### src/rtc_sf_pkg.sv
// Purpose: Shared constants and types for the real-time clock status flags.
// Assumes: APB register bus with 32-bit data, pclk at 25 MHz.
// Notes:   Offsets, bit positions and the prdata, flag, irq status and mask reset values live here.
`default_nettype none
package rtc_sf_pkg;

   // Register byte offsets.
   localparam logic [11:0] OFF_STATUS   = 12'h000;
   localparam logic [11:0] OFF_IRQ_STAT = 12'h004;
   localparam logic [11:0] OFF_IRQ_MASK = 12'h008;

   // Status word bit positions.
   localparam int BIT_HALF_SECOND  = 0;
   localparam int BIT_ALARM_UPDATE = 1;
   localparam int BIT_TIME_SYNC    = 2;
   localparam int BIT_ALARM_EVENT  = 5;

   // Interrupt status and mask bit positions.
   localparam int IRQ_BIT_ALARM  = 0;
   localparam int IRQ_BIT_SECOND = 1;
   localparam int IRQ_W          = 2;

   // Values after reset.
   localparam logic [31:0]      RST_PRDATA   = 32'h0000_0000;
   localparam logic [IRQ_W-1:0] RST_IRQ_STAT = 2'h0;
   localparam logic [IRQ_W-1:0] RST_IRQ_MASK = 2'h0;

   // Timing.
   localparam longint CLK_PERIOD_NS  = 40;
   localparam longint ONE_SECOND_NS  = 1000000000;
   localparam longint SYNC_WINDOW_NS = 1000;
   localparam longint ONE_SECOND_CYCLES = ONE_SECOND_NS / CLK_PERIOD_NS;
   localparam longint SYNC_WINDOW_CYCLES =
      (SYNC_WINDOW_NS + CLK_PERIOD_NS - 1) / CLK_PERIOD_NS;

   // The four hardware-owned flags.
   typedef struct packed {
      logic alarm_event_flag;
      logic time_sync;
      logic alarm_update_pending;
      logic half_second_phase;
   } rtc_sf_flags_s;

   localparam rtc_sf_flags_s RST_FLAGS = 4'h0;

endpackage : rtc_sf_pkg
`default_nettype wire

### src/rtc_sf_timebase.sv
// Purpose: One-second timebase giving the half-second phase and sync window.
// Assumes: Single clock; counts are shortened for simulation by parameter.
// Notes:   All outputs are registered.
`timescale 1ns/1ns
`default_nettype none
module rtc_sf_timebase #(
   parameter int CNT_W      = 32,
   parameter int SEC_CYCLES = int'(rtc_sf_pkg::ONE_SECOND_CYCLES),
   parameter int WIN_CYCLES = int'(rtc_sf_pkg::SYNC_WINDOW_CYCLES)
) (
   input  wire logic pclk,
   input  wire logic presetn,
   output var  logic half_second,
   output var  logic sync_window,
   output var  logic second_tick
);

   localparam logic [CNT_W-1:0] LAST   = CNT_W'(SEC_CYCLES - 1);
   localparam logic [CNT_W-1:0] HALF   = CNT_W'(SEC_CYCLES / 2);
   localparam logic [CNT_W-1:0] WIN_AT = CNT_W'(SEC_CYCLES - WIN_CYCLES);

   logic [CNT_W-1:0] count;
   wire              wrap       = (count == LAST);
   wire  [CNT_W-1:0] next_count = wrap ? '0 : count + CNT_W'(1);

   always_ff @(posedge pclk or negedge presetn) begin
      if (!presetn) begin
         count       <= '0;
         half_second <= 1'b0;
         sync_window <= 1'b0;
         second_tick <= 1'b0;
      end else begin
         count       <= next_count;
         // Second half of each second once the counter passes midpoint.
         half_second <= (next_count >= HALF);
         // Time fields roll over at the wrap, so flag the run-up to it.
         sync_window <= (next_count >= WIN_AT);
         second_tick <= wrap;
      end
   end

endmodule // rtc_sf_timebase
`default_nettype wire

### src/rtc_sf_top.sv
// Purpose: Read-only status flags of a clock and calendar unit, over APB.
// Assumes: alarm_match and alarm_busy come from logic on pclk.
// Notes:   Zero-wait APB slave; unmapped addresses answer with pslverr.
//
// Functional notes
// - Alarm event flag sets on an alarm match and holds until the next second boundary.
// - Only hardware sets and clears the four flags; all reset to zero.
// - Time-sync flag is high whenever time fields may change under a read.
// - Alarm-update flag high means alarm and control must not be written.
// - Alarm enable and repeat count instability is shown by that flag.
// - Half-second flag is one in the second half of each second.
// - Status bits 31 to 6 and 4 to 3 always read zero.
//
// Chosen here: register access over APB and the register offsets.
`timescale 1ns/1ns
`default_nettype none
module rtc_sf_top #(
   parameter int SEC_CYCLES = int'(rtc_sf_pkg::ONE_SECOND_CYCLES)
) (
   input  wire logic        pclk,
   input  wire logic        presetn,
   input  wire logic        psel,
   input  wire logic        penable,
   input  wire logic        pwrite,
   input  wire logic [11:0] paddr,
   input  wire logic [31:0] pwdata,
   input  wire logic        alarm_match,
   input  wire logic        alarm_busy,
   output var  logic [31:0] prdata,
   output var  logic        pready,
   output var  logic        pslverr,
   output var  logic        irq,
   output var  logic [3:0]  flags_out
);

   logic half_second;
   logic sync_window;
   logic second_tick;

   rtc_sf_timebase #(
      .SEC_CYCLES (SEC_CYCLES)
   ) u_timebase (
      .pclk        (pclk),
      .presetn     (presetn),
      .half_second (half_second),
      .sync_window (sync_window),
      .second_tick (second_tick)
   );

   rtc_sf_pkg::rtc_sf_flags_s           flags;
   rtc_sf_pkg::rtc_sf_flags_s           next_flags;
   logic [rtc_sf_pkg::IRQ_W-1:0]        irq_stat;
   logic [rtc_sf_pkg::IRQ_W-1:0]        irq_mask;

   // Flag logic. The alarm flag holds for the second of the match and is
   // dropped by hardware at the next second boundary; a match wins.
   wire alarm_next = alarm_match |
                     (flags.alarm_event_flag & ~second_tick);

   // Alarm comparison also runs at the rollover, so alarm enable and
   // repeat count may move then as well as while the core is busy.
   wire alarm_pend = alarm_busy | sync_window;

   always_comb begin
      next_flags                      = flags;
      next_flags.alarm_event_flag     = alarm_next;
      next_flags.time_sync            = sync_window;
      next_flags.alarm_update_pending = alarm_pend;
      next_flags.half_second_phase    = half_second;
   end

   // APB decode.
   wire setup      = psel & ~penable;
   wire access     = psel & penable & pready;
   wire hit_status = (paddr == rtc_sf_pkg::OFF_STATUS);
   wire hit_istat  = (paddr == rtc_sf_pkg::OFF_IRQ_STAT);
   wire hit_imask  = (paddr == rtc_sf_pkg::OFF_IRQ_MASK);
   wire hit_any    = hit_status | hit_istat | hit_imask;

   // Status word: unimplemented bits are forced to zero.
   wire [31:0] status_word = {
      26'h0,
      flags.alarm_event_flag,
      2'h0,
      flags.time_sync,
      flags.alarm_update_pending,
      flags.half_second_phase
   };

   wire [31:0] rd_mux = hit_status ? status_word :
                        hit_istat  ? {30'h0, irq_stat} :
                        hit_imask  ? {30'h0, irq_mask} :
                                     32'h0000_0000;

   // Only the mask takes writes; a write to the status word is dropped.
   wire mask_wr    = access & pwrite & hit_imask;
   wire istat_rdcl = access & ~pwrite & hit_istat;

   wire [rtc_sf_pkg::IRQ_W-1:0] irq_events = {second_tick, alarm_match};
   // Only the bits that the read returned are cleared, so an event that
   // lands between setup and access is not lost; set beats clear.
   wire [rtc_sf_pkg::IRQ_W-1:0] next_irq_stat =
      (istat_rdcl ? (irq_stat & ~prdata[rtc_sf_pkg::IRQ_W-1:0]) :
                    irq_stat) | irq_events;

   always_ff @(posedge pclk or negedge presetn) begin
      if (!presetn) begin
         flags <= rtc_sf_pkg::RST_FLAGS;
      end else begin
         flags <= next_flags;
      end
   end

   always_ff @(posedge pclk or negedge presetn) begin
      if (!presetn) begin
         irq_stat <= rtc_sf_pkg::RST_IRQ_STAT;
         irq_mask <= rtc_sf_pkg::RST_IRQ_MASK;
         irq      <= 1'b0;
      end else begin
         irq_stat <= next_irq_stat;
         if (mask_wr) begin
            irq_mask <= pwdata[rtc_sf_pkg::IRQ_W-1:0];
         end
         irq <= |(irq_stat & irq_mask);
      end
   end

   always_ff @(posedge pclk or negedge presetn) begin
      if (!presetn) begin
         prdata  <= rtc_sf_pkg::RST_PRDATA;
         pready  <= 1'b0;
         pslverr <= 1'b0;
      end else begin
         pready  <= setup;
         pslverr <= setup & ~hit_any;
         if (setup) begin
            prdata <= pwrite ? 32'h0000_0000 : rd_mux;
         end
      end
   end

   always_ff @(posedge pclk or negedge presetn) begin
      if (!presetn) begin
         flags_out <= 4'h0;
      end else begin
         flags_out <= next_flags;
      end
   end

endmodule // rtc_sf_top
`default_nettype wire

### config.mk
export PLATFORM = sky130hd
export DESIGN_NAME = rtc_sf_top
export DESIGN_NICKNAME = d
export VERILOG_FILES = /design/src/rtc_sf_pkg.sv /design/src/rtc_sf_timebase.sv /design/src/rtc_sf_top.sv
export SDC_FILE = /design/constraint.sdc
export NUM_CORES = 1
export LEC_CHECK = 0
export BUFFER_PORTS_ARGS = -buffer_cell sky130_fd_sc_hd__buf_2
export CAP_MARGIN = 10
export CORE_MARGIN = 3
export CORE_UTILIZATION = 47
export CTS_CLUSTER_SIZE = 30
export DETAILED_ROUTE_END_ITERATION = 16
export PLACE_DENSITY_LB_ADDON = 0.3
export SLEW_MARGIN = 5
export SYNTH_ARGS = -nofsm -noshare
export SYNTH_HDL_FRONTEND = slang
export SYNTH_SLANG_ARGS = --single-unit
### constraint.sdc
create_clock -name pclk -period 2.5 [get_ports pclk]
set_input_delay 0.375 -clock pclk [delete_from_list [all_inputs] [get_ports pclk]]
set_output_delay 0.375 -clock pclk [all_outputs]
set_load 0.01 [all_outputs]
Yosys cells after proc, flatten, opt, wreduce, memory -nomap -nowiden
Cells that the tools add are included.
Word-level totals
  bits in registers: 82
  latch bits: 0
  memory bits (writable): 0
  memory bits (read-only): 0
  input bits: 51
  output and inout bits: 39
  memories: 0
Cells by class
  add/sub/neg operators: 1
  multipliers: 0
  divide/modulo/power cells: 0
  $lt $le $gt $ge: 2
  eq/ne operators: 3
  shift operators: 0
  mux-type cells: 6
  bitwise gates (word level): 21
  reduce and logical (&&, ||, !) cells: 2
Operators by type and width (number)
  $add 32x1->32 const B: 1
  $eq 32x25->1 const B: 1
  $ge 32x24->1 const B: 1
  $ge 32x25->1 const B: 1
  $mux 32: 1
  $eq 12x3->1 const B: 1
  $eq 12x4->1 const B: 1
  $logic_not 12->1: 1
  $mux 6: 2
  $and 1x1->1: 9
  $mux 2: 3
  $and 2x2->2: 2
  $not 1->1: 4
  $or 1x1->1: 4
  $not 2->2: 1
  $or 2x2->2: 1
  $reduce_or 2->1: 1

Logic depth before layout (Yosys ltp)
  depth in word-level cells: 6
  depth in mapped cells: 10

Hierarchy
A second synthesis with hierarchy kept.
Unflattened totals
  cell total of the unflattened synthesis: 323
  area total of the unflattened synthesis: 3089.2 um^2
By module, submodules not included
  rtc_sf_timebase: times used 1, cells an instance 239, area an instance 2204.6 um^2, seq. area each 875.8 um^2
  rtc_sf_top: times used 1, cells an instance 84, area an instance 884.6 um^2, seq. area each 375.4 um^2

Least setup slack after synthesis
Ideal clock, no wire load.
  kind: register to register
  start point: register u_timebase.count[0]
  end point: register u_timebase.sync_window
  arrival time: 2193 ps
  slack: 174 ps
  cell stages (with the launch flop): 10
  cells stage by stage: dfrtp_1 > ha_1 > clkbuf_4 > nand3_1 > or4_4 > nor3_2 > mux2i_1 > nand4b_4 > a2111oi_2 > nor3_1
On the way
  word-level cells in the longest chain between the ends: 3
  elaborated cells between the ends (all ways): 4
  those cells by class: 1 x add/sub; 1 x order compare; 1 x eq/ne; 1 x mux
RTL lines
  start: declaration: line rtc_sf_timebase.sv:22  | logic [CNT_W-1:0] count;
  start signal: assignment: line rtc_sf_timebase.sv:33  | count <= next_count;
  $add 32x1->32 or $eq 32x25->1 (tied branches): line rtc_sf_timebase.sv:24, rtc_sf_timebase.sv:23
  $mux 32 *: line rtc_sf_timebase.sv:24  | wire [CNT_W-1:0] next_count = wrap ? '0 : count + CNT_W'(1);
  $ge 32x25->1 *: line rtc_sf_timebase.sv:37  | sync_window <= (next_count >= WIN_AT);
  end signal: assignment: line rtc_sf_timebase.sv:37
  end: declaration: line rtc_sf_timebase.sv:14  | output var logic sync_window,
Every way passes the cells marked *; elsewhere a longest branch is shown, timed or not.
A chain may end at the register's enable or synchronous reset.

Final worst setup path
  start point: register u_timebase.count[7]
  end point: register u_timebase.half_second
On the way
  word-level cells in the longest chain between the ends: 3
  elaborated cells between the ends (all ways): 4
  those cells by class: 1 x add/sub; 1 x order compare; 1 x eq/ne; 1 x mux
RTL lines
  $add 32x1->32 or $eq 32x25->1 (tied branches): line rtc_sf_timebase.sv:24, rtc_sf_timebase.sv:23
  $mux 32 *: line rtc_sf_timebase.sv:24
  $ge 32x24->1 *: line rtc_sf_timebase.sv:35  | half_second <= (next_count >= HALF);
  end signal: assignment: line rtc_sf_timebase.sv:35
  end: declaration: line rtc_sf_timebase.sv:13  | output var logic half_second,
Marked as above.

==> reports/results.txt <==
status -> finished, final reports clean
setup violators final -> 0
TritonCTS Buffers -> 5
leakage power -> 1.69 nW
Worst path top cell family by delay -> simple AND/OR/NAND/NOR gates
Crit Path Class -> reg2reg
Post-DRT Antenna Nets -> 0
DRT Pass-1 Iters -> 4
PwrDens -> 386 nW/um^2
detailed-route DRC error count -> 0
min-delay src -> alarm_busy
Seq. cell area -> 1250 sq um
Die W -> 87.5 microns
fin cells -> 469
gr usage total -> 0.191
Hold EP -> flags_out[1]
post-synth top area share -> 0.401
leading area contributor after synthesis -> dfrtp_1
area occupied by multi-input gates -> 1720 sq um
Final Max Slew Viols -> 0
Final min period -> 2410 ps
via count -> 2571
VDD IR max -> 260 uV
commonest non-fill, non-tap cell in the layout -> dfrtp_1
CTS clk-pin slew, worst paths -> 110 ps
Yosys cell types -> 65
largest net degree at the start of global routing -> 36
worst-path fanout max -> 3
initial core utilization -> 0.488
CP Buf/Inv Count -> 0
Bufs on Longest Clock Path -> 2
commonest non-fill, non-tap cells in the layout -> dfrtp_1 (48), buf_4 (35), buf_2 (31)
Post-Place Worst Slack -> -3.60 ps
I/O Pins -> 90
diodes inserted -> 0
layout cells sized above 1 -> 0.276
number of flops mapped to enable cells by yosys -> 0
YS warnings -> 0
Synth Area per Inst -> 9.51 sq um
gr ovfl total -> 0
FF+latch count, synth -> 50
CTS Sinks -> 50
setup TNS -> 0 ps
Critical Path Source Type -> flop
Max stage delay on crit path -> 410 ps
Post-Syn Area -> 3120 sq um
die area -> 7650 sq um
Post-Syn Instances -> 328
critical path required time -> 2700 ps
worst skew pair latency -> 320 ps
Core Rows -> 29
FF-to-FF path depth -> 7
fill count -> 572
MaxCap Viol Count -> 0
core outline area -> 6390 sq um
Routability Congestion -> 0.889
root buffer selected by CTS -> clkbuf_8
Synth Flop Type -> dfrtp_1
Critical Path, Cell by Cell -> or3_4 -> or3_4 -> nor2_4 -> and3b_1 -> o41a_1 -> a221oi_2 -> o221ai_1
antenna violations before repair -> 0
total placed cells including tap cells -> 459
worst reg2reg setup slack -> 90 ps
WHS -> 235 ps
nets -> 443
worst hold stages -> 2
DR vias/cell -> 5.48
Crit Reg-Reg Endpoint -> u_timebase.half_second
final hold violations -> 0
global-route wire length before repair -> 11500 microns
Chip Height -> 87.5 microns
IO Port Bufs -> 31
Critical Path End Type -> flop
initial drt markers -> 201
register area share after synthesis -> 0.401
Setup Skew -> 15.7 ps
Async S/R FF share, synth -> 1.00
Area contributors post-synth -> dfrtp_1 (40%), buf_4 (6.7%), xnor2_1 (5.6%)
H-tree levels -> 2
HPWL Detailed -> 5350 microns
most used cell, CP -> or3_4
Routed WL -> 7000 microns
Layout area overhead -> 16.9%
crit path DAT -> 2600 ps
crit path max-delay cell type -> or3_4
part of the cycle the worst path needs -> 0.963
Worst Hold Class -> in2reg
CTS tree -> yes
f_max -> 415 MHz
wire length per cell -> 14.9 microns
vias in the first global route -> 2385
post-route setup slack -> 92.4 ps
worst flop-to-flop path startpoint -> u_timebase.count[7]
[routing by layer]
| layer | global-route usage | routed length (microns) | up-vias |
|---|---|---|---|
| met5 | 0 | 0 | - |
| met4 | 0.0488 | 96 | 0 |
| met3 | 0.0322 | 466 | 10 |
| met2 | 0.314 | 3300 | 90 |
| met1 | 0.260 | 3140 | 1236 |
| li1 | - | - | 1235 |
[cell usage after synthesis, drive strengths merged (2+ instances only)]
master	number
buf	32
o221ai	2
nor4	9
or3	7
or2	2
nor2	28
inv	12
a21o	4
nor4b	2
xor2	12
mux2i	4
and3	2
o2111ai	3
nor4bb	3
dfrtp	50
nand4	9
a311oi	2
nand3	22
a21oi	11
o41a	2
nand4b	3
and4	4
and2	3
clkbuf	6
a211oi	2
mux2	3
xnor2	20
nand2	30
nor2b	4
a22o	3
o21ai	11
nor3	6
[per-stage QoR]
stage	power [mW]	util	area [sq um]
after detailed placement	0.895	0.543	3460
after CTS	1.42	0.560	3580
after global placement	0.894	0.543	3460
after floorplan	0.888	-	3220
after global routing	1.46	0.571	3650
final	1.41	0.571	3650
[power breakdown]
part | switching [mW] | internal, mW
clock | 0.317 | 0.210
combinational | 0.0489 | 0.0191
sequential | 0.00109 | 0.811
total | 0.367 | 1.04
[layout make-up]
type	instances	area share
multi-input cells	254	0.472
flip-flops and latches	50	0.344
repair buffers	67	0.117
well taps	77	0.0264
clock buffers	5	0.0189
inverters	13	0.0141
clock inverters	3	0.00789
[cells by family after synthesis]
group                    Yosys count  synth area share
AO/OA/AOI/OAI                     48             0.110
XOR/XNOR                          32            0.0899
adder cells (fa/ha/maj)            1           0.00401
buffers and inverters             51             0.100
flip-flops                        50             0.401
multiplexers                       7            0.0277
other                              1           0.00120
AND/OR/NAND/NOR                  138             0.266
[repair_timing]
action                                  CTS  global route
endpoints found under the hold margin    15             0
pin swaps                                 0             2
gates resized for setup                   1            14
endpoints found under the setup margin    1             2
setup buffers                             0             1
hold buffers                              1             0
[worst reg2reg max path, stage by stage, from the launching register on]
cell and delay, ps:
dfrtp_1 390, or3_4 410, or3_4 400, nor2_4 150
and3b_1 190, o41a_1 310, a221oi_2 250, o221ai_1 170
[sequential cells by signal, indices dropped and copies added, names as in the netlist, 2 cells and up]
signal / flops
u_timebase.count: 32
prdata: 4
flags_out: 3
irq_mask: 2
irq_stat: 2
[worst max-delay path by stage]
stage,from,end,slack (ps),depth (start not counted)
final,u_timebase.count[7],u_timebase.half_second,90,7
after global routing,u_timebase.count[7],u_timebase.sync_window,-20,9
after CTS,u_timebase.count[7],u_timebase.sync_window,40,9
after detailed placement,u_timebase.count[7],u_timebase.half_second,-4,7
after global placement,u_timebase.count[7],u_timebase.half_second,8,7
after floorplan,u_timebase.count[0],u_timebase.sync_window,170,9
No activity file was read; power rests on OpenSTA's default activity.
